[src/core/tmc_cfg.svh]
// register map, field positions, reset values and timing counts of the timer/counter
// assumes inclusion by bare name from the design modules and the bench
`ifndef TMC_CFG_SVH
`define TMC_CFG_SVH

`define TMC_ADDR_W 8
`define TMC_OFF_CTRL 8'h00
`define TMC_OFF_CNT_LO 8'h04
`define TMC_OFF_CNT_HI 8'h08
`define TMC_OFF_IRQ_STAT 8'h0C
`define TMC_OFF_IRQ_CLR 8'h10
`define TMC_OFF_IRQ_EN 8'h14

`define TMC_BIT_RUN 0
`define TMC_BIT_CS 1
`define TMC_BIT_SYNC 2
`define TMC_BIT_OSCEN 3
`define TMC_BIT_PS_LO 4
`define TMC_BIT_PS_HI 5
`define TMC_BIT_RUNFLAG 6
`define TMC_BIT_WIDE 7
`define TMC_CTRL_WMASK 8'hBF
`define TMC_CTRL_RESET 8'h00
`define TMC_IRQ_OVF 0

`define TMC_CLK_HZ 50000000
`define TMC_INSTR_DIV 4
`define TMC_PS_MAX 7

`endif

[src/core/tmc_pkg.sv]
// types shared by the timer/counter modules
// assumes tmc_cfg.svh on the include path
package tmc_pkg;

	// =========================================
	// control register layout
	typedef struct packed {
		logic wide;       // bit 7
		logic run_flag;   // bit 6, read only
		logic [1:0] presc;
		logic osc_en;
		logic sync_bypass;
		logic cs;
		logic run;        // bit 0
	} tmc_ctrl_t;

	// =========================================
	// pin-side signals after synchronising
	typedef struct packed {
		logic sysclk_flag;
		logic [1:0] port_pin;
		logic osc_in;
		logic ext_clk;
	} tmc_pins_t;

endpackage : tmc_pkg

[src/core/tmc_sync.sv]
// two-flop synchroniser for a group of pin-side levels
// assumes inputs asynchronous to clk
`timescale 1ns/100ps
module tmc_sync #(
	parameter int W = 5
) (
	input wire logic clk, // system clock
	input wire logic rst, // async reset, active high
	input wire logic [W-1:0] d, // raw levels
	output logic [W-1:0] q // synchronised levels
);
	logic [W-1:0] meta_q;

	always_ff @(posedge clk or posedge rst) begin
		if (rst) begin
			meta_q <= '0;
			q <= '0;
		end else begin
			meta_q <= d;
			q <= meta_q;
		end
	end
endmodule : tmc_sync

[src/core/tmc_prescale.sv]
// 1:1 to 1:8 prescaler; passes every 2^sel-th input pulse
// assumes one-cycle input pulses on clk
`timescale 1ns/100ps
`include "tmc_cfg.svh"
module tmc_prescale #(
	parameter int W = 3
) (
	input wire logic clk, // system clock
	input wire logic rst, // async reset, active high
	input wire logic clr, // clear prescale count
	input wire logic in_pulse, // count clock pulse
	input wire logic [1:0] sel, // division select
	output logic out_pulse, // divided pulse, combinational
	output logic [W-1:0] cnt // prescale count
);
	logic [W-1:0] mask;
	logic [W-1:0] cnt_q;

	always_comb begin
		case (sel)
			2'h0: mask = W'(0);
			2'h1: mask = W'(1);
			2'h2: mask = W'(3);
			default: mask = W'(`TMC_PS_MAX);
		endcase
	end

	assign out_pulse = in_pulse && ((cnt_q & mask) == mask);
	assign cnt = cnt_q;

	always_ff @(posedge clk or posedge rst) begin
		if (rst) begin
			cnt_q <= '0;
		end else if (clr) begin
			cnt_q <= '0;
		end else if (in_pulse) begin
			cnt_q <= (cnt_q & mask) == mask ? '0 : cnt_q + W'(1);
		end
	end
endmodule : tmc_prescale

[src/core/tmc_timer.sv]
// 16-bit timer/counter with crystal oscillator stage and APB register slave
// assumes an APB master on clk; pins and the clock-source flag are asynchronous
//
// Overview of operation
// - count only while run_enable is set; hold value while clear
// - internal source counts once per instruction cycle, clock divided by four
// - external source counts rising edges of clock pin or own oscillator
// - ext_sync_bypass picks synchronised or direct counting; ignored on internal source
// - prescale_select divides the count clock by 1, 2, 4 or 8
// - crystal oscillator runs only while osc_enable is set
// - read-only flag shows system clock taken from this oscillator
// - wide access maps the high-byte address onto a buffer register
// - wide access: low-byte read copies live high byte into buffer
// - wide access: high write loads buffer; low write updates both bytes together
// - wide access: no direct path to the live high byte
// - low-byte write clears prescaler; high-byte write leaves it alone
// - while enabled, both oscillator pins are inputs and read as zero; the code forces this on run_enable, not on osc_enable
// - enabled oscillator keeps running in every power-managed mode
// - capture/compare special event trigger clears the count
//
// The implementer's own choices: the register addresses and the APB register port.
`timescale 1ns/100ps
`include "tmc_cfg.svh"
module tmc_timer #(
	parameter int CNT_W = 16,
	parameter int PS_W = 3
) (
	input wire logic clk, // system clock, 50 MHz
	input wire logic rst, // async reset, active high
	input wire logic psel, // apb select
	input wire logic penable, // apb access phase
	input wire logic pwrite, // apb direction
	input wire logic [`TMC_ADDR_W-1:0] paddr, // apb byte address
	input wire logic [31:0] pwdata, // apb write data
	output logic [31:0] prdata, // apb read data
	output logic pready, // apb ready
	output logic pslverr, // apb error, unmapped address
	input wire logic ext_clock_pin, // external count clock
	input wire logic osc_in_pin, // crystal input
	output logic osc_out_pin, // crystal amplifier output
	output logic osc_out_oe, // amplifier drive enable
	input wire logic [1:0] port_c_direction, // port direction bits, 1 = input
	input wire logic [1:0] port_c_out, // port output data
	output logic [1:0] port_c_oe, // port drive enable
	output logic [1:0] port_c_read, // port read value
	input wire logic sysclk_from_osc, // clock controller selects this oscillator
	input wire logic capture_compare_trig, // special event trigger pulse
	output logic irq // level interrupt
);
	// =========================================
	// registers and synchronised pins
	tmc_pkg::tmc_ctrl_t ctrl_q;
	tmc_pkg::tmc_pins_t pins_raw;
	tmc_pkg::tmc_pins_t pins_s;
	logic [CNT_W-1:0] count_q;
	logic [7:0] hbuf_q;
	logic [1:0] div_q;
	logic cyc_en_q;
	logic ext_prev_q;
	logic ext_pend_q;
	logic irq_stat_q;
	logic irq_en_q;
	logic run_flag_q;

	assign pins_raw = '{sysclk_flag: sysclk_from_osc, port_pin: {osc_in_pin, ext_clock_pin},
		osc_in: osc_in_pin, ext_clk: ext_clock_pin};

	tmc_sync #(.W(5)) u_sync (
		.clk(clk),
		.rst(rst),
		.d(pins_raw),
		.q(pins_s)
	);

	// =========================================
	// apb decode
	logic acc;
	logic wr_ctrl;
	logic wr_lo;
	logic wr_hi;
	logic rd_lo;
	logic wr_clr;
	logic wr_en;
	logic mapped;

	assign acc = psel && penable && pready;
	assign wr_ctrl = acc && pwrite && paddr == `TMC_OFF_CTRL;
	assign wr_lo = acc && pwrite && paddr == `TMC_OFF_CNT_LO;
	assign wr_hi = acc && pwrite && paddr == `TMC_OFF_CNT_HI;
	assign rd_lo = acc && !pwrite && paddr == `TMC_OFF_CNT_LO;
	assign wr_clr = acc && pwrite && paddr == `TMC_OFF_IRQ_CLR;
	assign wr_en = acc && pwrite && paddr == `TMC_OFF_IRQ_EN;

	always_comb begin
		case (paddr)
			`TMC_OFF_CTRL, `TMC_OFF_CNT_LO, `TMC_OFF_CNT_HI,
			`TMC_OFF_IRQ_STAT, `TMC_OFF_IRQ_CLR, `TMC_OFF_IRQ_EN: mapped = 1'b1;
			default: mapped = 1'b0;
		endcase
	end

	// one wait state: ready rises in the second access cycle
	always_ff @(posedge clk or posedge rst) begin
		if (rst) begin
			pready <= 1'b0;
			pslverr <= 1'b0;
		end else begin
			pready <= psel && penable && !pready;
			pslverr <= psel && penable && !pready && !mapped;
		end
	end

	always_ff @(posedge clk or posedge rst) begin
		if (rst) begin
			prdata <= '0;
		end else if (psel && penable && !pready && !pwrite) begin
			case (paddr)
				`TMC_OFF_CTRL: prdata <= {24'h000000, ctrl_q};
				`TMC_OFF_CNT_LO: prdata <= {24'h000000, count_q[7:0]};
				`TMC_OFF_CNT_HI: prdata <= {24'h000000,
					ctrl_q.wide ? hbuf_q : count_q[15:8]};
				`TMC_OFF_IRQ_STAT: prdata <= {31'h00000000, irq_stat_q};
				`TMC_OFF_IRQ_EN: prdata <= {31'h00000000, irq_en_q};
				default: prdata <= '0;
			endcase
		end
	end

	// =========================================
	// control register
	always_ff @(posedge clk or posedge rst) begin
		if (rst) begin
			ctrl_q <= `TMC_CTRL_RESET;
		end else if (wr_ctrl) begin
			ctrl_q <= (pwdata[7:0] & `TMC_CTRL_WMASK) | {1'b0, run_flag_q, 6'h00};
		end else begin
			ctrl_q.run_flag <= run_flag_q;
		end
	end

	always_ff @(posedge clk or posedge rst) begin
		if (rst) begin
			run_flag_q <= 1'b0;
		end else begin
			run_flag_q <= pins_s.sysclk_flag;
		end
	end

	// =========================================
	// instruction-cycle enable, clock / 4
	always_ff @(posedge clk or posedge rst) begin
		if (rst) begin
			div_q <= '0;
			cyc_en_q <= 1'b0;
		end else begin
			div_q <= div_q + 2'h1;
			cyc_en_q <= div_q == 2'(`TMC_INSTR_DIV - 1);
		end
	end

	// =========================================
	// count source selection
	logic ext_lvl;
	logic ext_rise;
	logic src_pulse;
	logic tick;
	logic [PS_W-1:0] ps_cnt;

	assign ext_lvl = ctrl_q.osc_en ? pins_s.osc_in : pins_s.ext_clk;
	assign ext_rise = ext_lvl && !ext_prev_q;

	always_ff @(posedge clk or posedge rst) begin
		if (rst) begin
			ext_prev_q <= 1'b0;
		end else begin
			ext_prev_q <= ext_lvl;
		end
	end

	// synchronised mode holds an edge until the next instruction cycle
	always_ff @(posedge clk or posedge rst) begin
		if (rst) begin
			ext_pend_q <= 1'b0;
		end else if (cyc_en_q) begin
			ext_pend_q <= 1'b0;
		end else if (ext_rise) begin
			ext_pend_q <= 1'b1;
		end
	end

	always_comb begin
		if (!ctrl_q.cs) begin
			src_pulse = cyc_en_q;
		end else if (ctrl_q.sync_bypass) begin
			src_pulse = ext_rise;
		end else begin
			src_pulse = cyc_en_q && (ext_pend_q || ext_rise);
		end
	end

	tmc_prescale #(.W(PS_W)) u_ps (
		.clk(clk),
		.rst(rst),
		.clr(wr_lo),
		.in_pulse(src_pulse && ctrl_q.run),
		.sel(ctrl_q.presc),
		.out_pulse(tick),
		.cnt(ps_cnt)
	);

	// =========================================
	// counter and high-byte buffer
	logic ovf;
	assign ovf = tick && !capture_compare_trig && !wr_lo && !wr_hi && (&count_q);

	always_ff @(posedge clk or posedge rst) begin
		if (rst) begin
			count_q <= '0;
		end else if (capture_compare_trig) begin
			count_q <= '0;
		end else if (wr_lo) begin
			count_q[7:0] <= pwdata[7:0];
			if (ctrl_q.wide) begin
				count_q[15:8] <= hbuf_q;
			end
		end else if (wr_hi) begin
			if (!ctrl_q.wide) begin
				count_q[15:8] <= pwdata[7:0];
			end
		end else if (tick) begin
			count_q <= count_q + CNT_W'(1);
		end
	end

	always_ff @(posedge clk or posedge rst) begin
		if (rst) begin
			hbuf_q <= '0;
		end else if (ctrl_q.wide && wr_hi) begin
			hbuf_q <= pwdata[7:0];
		end else if (ctrl_q.wide && rd_lo) begin
			hbuf_q <= count_q[15:8];
		end
	end

	// =========================================
	// overflow interrupt: set wins over clear
	always_ff @(posedge clk or posedge rst) begin
		if (rst) begin
			irq_stat_q <= 1'b0;
		end else if (ovf) begin
			irq_stat_q <= 1'b1;
		end else if (wr_clr && pwdata[`TMC_IRQ_OVF]) begin
			irq_stat_q <= 1'b0;
		end
	end

	always_ff @(posedge clk or posedge rst) begin
		if (rst) begin
			irq_en_q <= 1'b0;
		end else if (wr_en) begin
			irq_en_q <= pwdata[`TMC_IRQ_OVF];
		end
	end

	always_ff @(posedge clk or posedge rst) begin
		if (rst) begin
			irq <= 1'b0;
		end else begin
			irq <= (irq_stat_q || ovf) && irq_en_q;
		end
	end

	// =========================================
	// oscillator stage and pin ownership
	// amplifier follows osc_enable only, so it runs through every power mode
	always_ff @(posedge clk or posedge rst) begin
		if (rst) begin
			osc_out_pin <= 1'b0;
			osc_out_oe <= 1'b0;
		end else begin
			osc_out_pin <= ctrl_q.osc_en && !pins_s.osc_in;
			osc_out_oe <= ctrl_q.osc_en;
		end
	end

	always_ff @(posedge clk or posedge rst) begin
		if (rst) begin
			port_c_oe <= 2'h0;
			port_c_read <= 2'h0;
		end else if (ctrl_q.run) begin
			port_c_oe <= 2'h0;
			port_c_read <= 2'h0;
		end else begin
			port_c_oe <= ~port_c_direction;
			port_c_read <= port_c_direction & pins_s.port_pin | ~port_c_direction & port_c_out;
		end
	end
endmodule : tmc_timer

[config.mk]
export PLATFORM = sky130hd
export DESIGN_NAME = tmc_timer
export DESIGN_NICKNAME = d
export VERILOG_FILES = /design/src/core/tmc_pkg.sv /design/src/core/tmc_sync.sv /design/src/core/tmc_prescale.sv /design/src/core/tmc_timer.sv
export VERILOG_INCLUDE_DIRS = /design/src /design/src/core
export SDC_FILE = /design/constraint.sdc
export NUM_CORES = 1
export LEC_CHECK = 0
export BUFFER_PORTS_ARGS = -buffer_cell sky130_fd_sc_hd__buf_4
export CORE_MARGIN = 2
export CORE_UTILIZATION = 47
export CTS_BUF_LIST = sky130_fd_sc_hd__clkbuf_4
export DETAILED_ROUTE_END_ITERATION = 10
export PLACE_DENSITY = 0.75
export SLEW_MARGIN = 20
export SYNTH_ARGS = -nofsm -noshare
export SYNTH_HDL_FRONTEND = slang
export SYNTH_SLANG_ARGS = --single-unit
[constraint.sdc]
create_clock -name clk -period 1.84 [get_ports clk]
set_input_delay 0.276 -clock clk [delete_from_list [all_inputs] [get_ports clk]]
set_output_delay 0.276 -clock clk [all_outputs]
set_load 0.02 [all_outputs]
==> results of run 1 <==
layout make-up:
| class | count | area (um2) |
|---|---|---|
| Multi-Input combinational cell | 291 | 1930 |
| Clock buffer | 10 | 75.1 |
| Sequential cell | 66 | 1650 |
| Clock inverter | 6 | 43.8 |
| Timing Repair Buffer | 118 | 922 |
| Fill cell | 614 | 2830 |
| Tap cell | 102 | 128 |
| Inverter | 7 | 30.0 |
where the power goes:
part	internal (mW)	switching, mW	leakage [nW]
Sequential	1.47	0.0101	0.868
Clock	0.291	0.543	0.0546
Combinational	0.102	0.165	1.21
Total	1.86	0.718	2.14
through the flow:
step / instances / hold WS, ns / setup slack [ns] / area, um2
finish: 600 / 0.0890 / -0.170 / 4780
detailed placement: 569 / 0.335 / -0.199 / 4410
global placement: 569 / 0.333 / -0.138 / 4410
global route: 600 / 0.0968 / -0.264 / 4780
CTS: 595 / 0.0763 / -0.0668 / 4660
floorplan: 404 / 0.307 / -0.0735 / 3740
state kept, by name, indices dropped and copies added (netlist names), 2 cells and up:
signal and cells:
div_q 2, ctrl_q 8, prdata 8, u_ps.cnt 3, hbuf_q 8, port_c_read 2, port_c_oe 2, u_sync.meta_q 3
count_q 16, u_sync.q 3
worst max-delay path: stages (launching register included):
cell and delay (ns):
sky130_fd_sc_hd__dfrtp_1 0.42, sky130_fd_sc_hd__mux2i_2 0.18, sky130_fd_sc_hd__nor4b_4 0.28, sky130_fd_sc_hd__buf_4 0.17, sky130_fd_sc_hd__o211ai_4 0.14, sky130_fd_sc_hd__o21ai_4 0.33, sky130_fd_sc_hd__buf_6 0.19, sky130_fd_sc_hd__nor2_4 0.04
sky130_fd_sc_hd__a211oi_2 0.17
what timing repair did:
| item | in CTS | in global routing |
|---|---|---|
| cloned | 1 | 1 |
| pin swaps | 13 | 6 |
| endpoints found under the setup margin | 17 | 31 |
| setup buffers | 3 | 4 |
| hold buffers | 6 | 0 |
| hold endpoints to repair | 28 | 0 |
| resized for setup | 9 | 19 |
layout by cell type, fill, tap and decap left out, drive strengths merged, types with 3 or more instances in the layout:
| master | n |
|---|---|
| nand2 | 37 |
| inv | 6 |
| a221oi | 8 |
| nor4 | 5 |
| a32oi | 3 |
| nor4b | 4 |
| xor2 | 5 |
| nor2 | 49 |
| clkinvlp | 5 |
| o21ai | 21 |
| buf | 112 |
| nand4 | 3 |
| clkbuf | 10 |
| o22ai | 3 |
| conb | 24 |
| dfrtp | 66 |
| nand2b | 5 |
| dlygate4sd3 | 6 |
| mux2i | 16 |
| a211oi | 14 |
| mux2 | 12 |
| nor2b | 5 |
| a21oi | 19 |
| ha | 3 |
| xnor2 | 7 |
| nand3 | 16 |
| nor3 | 8 |
per-layer routing:
| layer | vias to the layer above | GRT usage (%) |
|---|---|---|
| met1 | 1596 | 31.5 |
| li1 | 1550 | - |
| met5 | - | 0 |
| met4 | 0 | 9.70 |
| met3 | 27 | 4.27 |
| met2 | 148 | 37.4 |
cells by family after synthesis:
group	after synthesis	share of synthesized area (%)
compound gates	79	14.4
mux	28	8.12
other cells	1	0.103
simple gates	144	20.5
buf+inv	48	7.56
flops	66	45.4
fa+ha+maj	3	1.03
xor+xnor	12	2.89
worst max-delay path by stage:
stage / startpoint / to / slack (ns)
floorplan: paddr[4] / count_q[15] / -0.07
global placement: paddr[4] / count_q[11] / -0.14
detailed placement: paddr[4] / count_q[4] / -0.20
CTS: ctrl_q[3] / count_q[11] / -0.07
global route: ctrl_q[3] / count_q[10] / -0.26
finish: ctrl_q[3] / count_q[10] / -0.17
==> impl_summary.md, run 1 <==
Clock tree
TritonCTS built the clock tree. The clock root buffer is sky130_fd_sc_hd__clkbuf_4. The clock latency reported for the late side of the worst-skew pair is 0.42 ns. The clock-pin transition on the worst setup and hold timing paths is 0.11 ns.

The number of buffers between clock root and the deepest sink is 2. The tree built by TritonCTS fans out to 66 sinks. The total CTS buffers is 9. The H-tree was split into 3 levels.

Timing
Setup repair after global routing could not meet its margin everywhere. Subtracting the final worst setup slack from the clock period gives 2.01 ns. The count of final max-slew check failures is 0. The number of hold-slack violations in the final timing report is 0.

On the final layout, the worst clock skew is 0.0155 ns. Static timing analysis puts the maximum clock frequency at 498 MHz. The final critical path takes up 109% of the cycle. The worst slew margin relative to its limit is 63.8%. The pin slew with the least headroom to its limit is 0.542 ns. Setup violations remaining at the end of the flow were counted as 19. The post-layout worst setup margin is -0.170 ns. Adding up every negative setup slack in the final design gives -1.56 ns.

Route
The count of nets left with antenna violations once routing finished came out at 0. For this block, the via count after detailed routing is 3321. The average wire length per cell after detail routing is 15.8 um.

In this run, the number of DRC markers left after iteration 0 of detailed routing was 323. The top layer used by detailed routing is met4. The total detailed-routing wirelength is 9490 um.

The total met2 wirelength after detailed routing is 4530 um. In the final routing, the length of wire on met1 measures 4030 um. The DRC violation count after routing is 0.

The met3 wire length is 669 um. The first detailed-routing pass ran for 6 iterations. The average via count per standard cell is 5.54.

Global route
The first global-routing pass estimated 15600 um of wire. The leftover overflow at the end of global routing is 0. Across every metal layer, demand over resource in global routing totals 23.4%. The number of global-route vias before repair was 3184.

The number of antenna violations at the first check in global routing is 0. The maximum number of pins on one net before global-route repair is 29.

Status
The checks that failed: setup timing. The flow ran to the end, but the final reports show violations.

Die
The total number of placement rows is 32. The initial utilization of the core area, before any placement, comes to 47.8%. The area of the die is 8460 um2. The die boundary width is 92.0 um. The vertical die dimension is 92.0 um. The core region is 7610 um2. The number of top-level pins is 94.

Logic synthesis
The mean cell area of the mapped netlist is 9.55 um2. Sorting the synthesized cells by area gives the leading types as sky130_fd_sc_hd__dfrtp_1 (45%), sky130_fd_sc_hd__buf_4 (5.0%), sky130_fd_sc_hd__nor2_1 (4.8%). In this run the biggest area consumer among cell types represents 45.4% of the synthesized area. The number of distinct library cells after synthesis is 52. The post-synthesis cell count is 381. The number of register bits inferred by synthesis is 66. The async set-reset flop share out of synthesis is 100%. The sequential-to-total area share from yosys stat is 45.4%. The total of warnings raised by yosys is 0.

The dominant cell type by area after synthesis is sky130_fd_sc_hd__dfrtp_1. After synthesis the cells add up to 3640 um2. The commonest cells after synthesis are sky130_fd_sc_hd__dfrtp_1 (66), sky130_fd_sc_hd__nor2_1 (47), sky130_fd_sc_hd__nand2_1 (37).

The most common cell in the synthesized netlist is sky130_fd_sc_hd__dfrtp_1. The predominant post-synthesis flop cell is sky130_fd_sc_hd__dfrtp_1. The number of enable-type register cells in the synthesized netlist is 0.

Finish
The number of inserted diodes is 0. The post-synthesis to final-layout area growth is 31.4%. The final core utilization is 62.9%.

The share of post-route cells with drive strength above 1 is 35.3%. For this run, the post-layout net count is 549.

Power
Dividing total power by cell area gives a power density of 540 nW/um2. The leakage power of the design is 2.14 nW. Across the VDD grid, the largest voltage drop is 0.000268 V. The overall power after layout is 2.58 mW.

Worst setup path
The endpoint required time on the critical path is 2.18 ns. The biggest fanout along the worst timing path is 6. In this run the register-to-register setup slack is -0.17 ns.

The category of the critical setup timing path is reg2reg. The number of cells traversed by the worst register-to-register path is 8. The startpoint class of the critical path is a flip-flop. The worst setup path is captured at a flip-flop. Data arrives at the worst endpoint at 2.35 ns. The capture point of the worst reg-to-reg path is count_q[10]. The worst register-to-register path begins at ctrl_q[3].

Placement
Routability-driven placement finished with a final weighted congestion of 0.981. During placement, the flow inserted port buffers numbering 45. After legalization and detailed placement, the total HPWL measured 6650 um.

Min path
The worst hold path belongs to the class in2reg. The path with the worst hold slack has its endpoint at port_c_read[0]. The hold path startpoint is port_c_out[0].

The worst hold path was traced through 3 stages.

Job
The number of max-capacitance violations reported is 0.
Power figures use the tool's default switching activity.
==> run 2: changes to the inputs <==
--- a/config.mk
+++ b/config.mk
@@ -7,7 +7,7 @@
 export NUM_CORES = 1
 export LEC_CHECK = 0
 export BUFFER_PORTS_ARGS = -buffer_cell sky130_fd_sc_hd__buf_4
-export CORE_MARGIN = 2
+export CORE_MARGIN = 3
 export CORE_UTILIZATION = 47
 export CTS_BUF_LIST = sky130_fd_sc_hd__clkbuf_4
 export DETAILED_ROUTE_END_ITERATION = 10
==> run 2 against run 1 <==
  * The flow still finishes with violations (setup timing)
  * Non-clock buffer count up 5
  * First-iteration DRC count is 39% lower
  * Sequential power about the same
  * Register-to-register slack better by 0.02 ns
  * Final cell count up 0.17%
  * Final area grew 2.2%
  * Count of clock-buffer cells in the layout decreased by 1
  * Clock power rose by 21%
  * Combinational power about the same
  * Sequential share of layout area down 0.74 points
  * Highest routed layer unchanged
==> impl_summary.md, run 2 (synthesized netlist as in run 1, its figures left out) <==
Status
Result of the run: finished, violations left (unchanged). Violations in the final reports: setup timing (unchanged).

Timing
The final worst clock skew is 0.00971 ns (was 0.0155 ns). The number of hold-slack violations in the final timing report is 0 (unchanged). The count of final max-slew check failures is 0 (unchanged). The post-route fraction of the period consumed by the critical path is 108% (was 109%).

Unrepaired setup endpoints after global routing: true (unchanged). The achievable clock frequency came to 502 MHz (was 498 MHz). The pin slew with the least headroom to its limit is 0.550 ns (was 0.542 ns). The final count of negative-setup-slack endpoints is 17 (was 19). The post-route minimum period is 1.99 ns (was 2.01 ns). The final hold slack is 0.0978 ns (was 0.0890 ns). The worst slew margin relative to its limit is 63.3% (was 63.8%). The post-layout worst setup margin is -0.151 ns (was -0.170 ns).

Worst setup path
The capturing element type of the critical path is a flip-flop (unchanged). The startpoint class of the critical path is a flip-flop (unchanged). Cell chain of the critical path: mux2i_2, nor4b_4, o211ai_4, buf_12, nor3b_1, xnor2_1, a211oi_1 (was mux2i_2, nor4b_4, buf_4, o211ai_4, o21ai_4, buf_6, nor2_4, a211oi_2). The cell family with the largest share of critical-path delay was simple AND/OR/NAND/NOR gates (was compound AO/OA/AOI/OAI gates). The number of cells traversed by the worst register-to-register path came to 7 (was 8). The category of the critical setup timing path is reg2reg (unchanged). The endpoint required time on the critical path was 2.17 ns (was 2.18 ns). The capture point of the worst reg-to-reg path is count_q[2] (was count_q[10]). The critical-path cell with the highest stage delay is sky130_fd_sc_hd__dfrtp_1 (unchanged). The flop-to-flop setup slack came to -0.15 ns (was -0.17 ns). The launch instance of the worst register-to-register path was ctrl_q[3] (unchanged). The arrival time of data at the critical path endpoint is 2.32 ns (was 2.35 ns). The buffers plus inverters on the worst setup path is 1 (was 2). The maximum single-stage delay on the critical path is 0.42 ns (about the same).

The biggest fanout along the worst timing path was 7 (was 6).

Placement
The sum of net half-perimeters after detailed placement is 7170 um (was 6650 um). The port buffer count is 45 (unchanged). The worst setup slack after placement came to -0.151 ns (was -0.199 ns). The placer congestion estimate is 0.950 (was 0.981). The area of placed instances is 4460 um2 (was 4410 um2). The placed cell count was 571 (was 569).

Route
The first-pass detailed-route iteration total came to 8 (was 6). The met3 wire length came to 491 um (was 669 um). The total number of vias is 3334 (was 3321).

The total met2 wirelength after detailed routing is 4940 um (was 4530 um). The DRC violation count after routing is 0 (unchanged). The total detailed-routing wirelength is 9920 um (was 9490 um).

The top layer used by detailed routing is met4 (unchanged). The routed length on met1 was 4220 um (was 4030 um). The count of antenna-violating nets left after detailed routing is 0 (unchanged). The initial DRC count is 198 (was 323).

The average wire length per cell after detail routing came to 16.5 um (was 15.8 um). The average via count per standard cell is 5.55 (was 5.54).

Die
The starting density of the core is 49.4% (was 47.8%). The area of the die is 8830 um2 (was 8460 um2). The die boundary width is 94.0 um (was 92.0 um). The vertical die dimension is 94.0 um (was 92.0 um).

The area of the core is 7370 um2 (was 7610 um2). The total number of placement rows is 31 (was 32). The number of top-level pins was 94 (unchanged).

Clock tree
The total clock sinks was 66 (unchanged). The deepest level of the CTS H-tree is 3 (unchanged). The total CTS buffers is 9 (unchanged). The clock root buffer was sky130_fd_sc_hd__clkbuf_4 (unchanged).

The clock-pin transition on the worst setup and hold timing paths was 0.12 ns (was 0.11 ns). The number of buffers between clock root and the deepest sink is 2 (unchanged). The clock latency reported for the late side of the worst-skew pair is 0.42 ns (about the same). The TritonCTS clock tree is built (unchanged).

Min path
The worst-case hold path end point is port_c_read[1] (was port_c_read[0]). The class of the tightest hold or removal check is in2reg (unchanged). The hold path depth is 3 (unchanged). The hold path startpoint is port_c_out[1] (was port_c_out[0]).

Power
The peak supply drop came to 0.000254 V (was 0.000268 V). The power per standard cell area was 565 nW/um2 (was 540 nW/um2). The leakage power of the design is 2.23 nW (was 2.14 nW).

Global route
The total global-route track usage is 23.1% (was 23.4%). The number of antenna violations at the first check in global routing is 0 (unchanged). The first-pass GRT wire length was 15800 um (was 15600 um). The leftover overflow at the end of global routing was 0 (unchanged). The maximum number of pins on one net before global-route repair is 43 (was 29). The number of global-route vias before repair was 3206 (was 3184).

Finish
The register with the most flip-flops is count_q (unchanged). The final design instance area without fill is 4890 um2 (was 4780 um2). The most common cell after layout, fill and taps aside is sky130_fd_sc_hd__buf_4 (unchanged). The number of inserted diodes is 0 (unchanged).

Commonest cells after routing, fill and taps aside: sky130_fd_sc_hd__buf_4 (108), sky130_fd_sc_hd__dfrtp_1 (64), sky130_fd_sc_hd__nor2_1 (43) (was sky130_fd_sc_hd__buf_4 (107), sky130_fd_sc_hd__dfrtp_1 (64), sky130_fd_sc_hd__nor2_1 (45)). The final cell count without fillers came to 601 (was 600). The post-synthesis to final-layout area growth is 34.3% (was 31.4%).

The flip-flop count of the largest register after layout is 16 (unchanged). The net total in the final layout was 553 (was 549). The share of post-route cells with drive strength above 1 was 35.7% (was 35.3%).

Job
The number of max-capacitance violations reported is 0 (unchanged).
==> run 2: cell types whose count changed in the layout (fill, tap and decap cells not counted), moves of 2 or more <==
| cell | before | now |
|---|---|---|
| sky130_fd_sc_hd__a211oi_1 | 8 | 10 |
| sky130_fd_sc_hd__buf_12 | 1 | 4 |
| sky130_fd_sc_hd__nor4_2 | 4 | 2 |
| sky130_fd_sc_hd__inv_6 | 0 | 2 |
| sky130_fd_sc_hd__nor2_1 | 45 | 43 |
| sky130_fd_sc_hd__clkinvlp_4 | 5 | 2 |
| sky130_fd_sc_hd__nor3_4 | 0 | 2 |
| sky130_fd_sc_hd__a211oi_2 | 6 | 4 |
| sky130_fd_sc_hd__buf_6 | 3 | 5 |
| sky130_fd_sc_hd__nor3_2 | 4 | 2 |
==> run 2: cell type report <==
class | instances | area [um2]
fillers | 595 | 2480
clock inverters | 7 | 77.6
clock buffers | 9 | 67.6
well taps | 99 | 124
repair buffers | 123 | 1010
multi-input cells | 290 | 1930
inverters | 7 | 30.0
flip-flops and latches | 66 | 1650
==> run 2: worst max-delay path by stage <==
stage               startpoint           to  slack, ns  cells after the start
floorplan             paddr[4]  count_q[15]      -0.07                      7
global placement      paddr[4]  count_q[10]      -0.12                      8
detailed placement   ctrl_q[3]   count_q[3]      -0.15                      7
global route         ctrl_q[3]   count_q[2]      -0.23                      7
finish               ctrl_q[3]   count_q[2]      -0.15                      7
CTS                  ctrl_q[3]   count_q[3]      -0.13                      7
==> run 2: per-stage QoR <==
stage,power (mW),setup TNS (ns),util [%]
3_5_place_dp,1.76,-2.63,60.6
6_report,2.76,-1.40,66.3
2_1_floorplan,1.67,-0.0735,-
3_3_place_gp,1.75,-1.75,60.6
5_1_grt,2.89,-2.61,66.3
4_1_cts,2.78,-1.14,63.8
==> run 2: repair_timing <==
action | in CTS | in global routing
pin swaps | 4 | 15
buffers inserted | 2 | 8
hold endpoints to repair | 29 | 0
resized for setup | 4 | 30
hold buffers | 6 | 0
endpoints found under the setup margin | 18 | 30
==> run 2: report_power, final <==
part	switching [mW]	total, mW	internal (mW)
combinational	0.168	0.268	0.101
sequential	0.0100	1.48	1.47
clock	0.588	1.01	0.425
total	0.766	2.76	2.00
==> run 2: layer usage <==
metal	vias to the layer above	global-route usage [%]
met4	0	9.75
li1	1548	-
met3	28	3.21
met1	1618	30.4
met5	-	0
met2	140	38.0
==> run 2: worst reg2reg max path, delay by kind of cell, from the launching register on <==
| family | cells | cell delay, ns |
|---|---|---|
| mux | 1 | 0.19 |
| buf+inv | 1 | 0.17 |
| flops | 1 | 0.42 |
| xor+xnor | 1 | 0.13 |
| compound gates | 2 | 0.40 |
| simple gates | 2 | 0.61 |
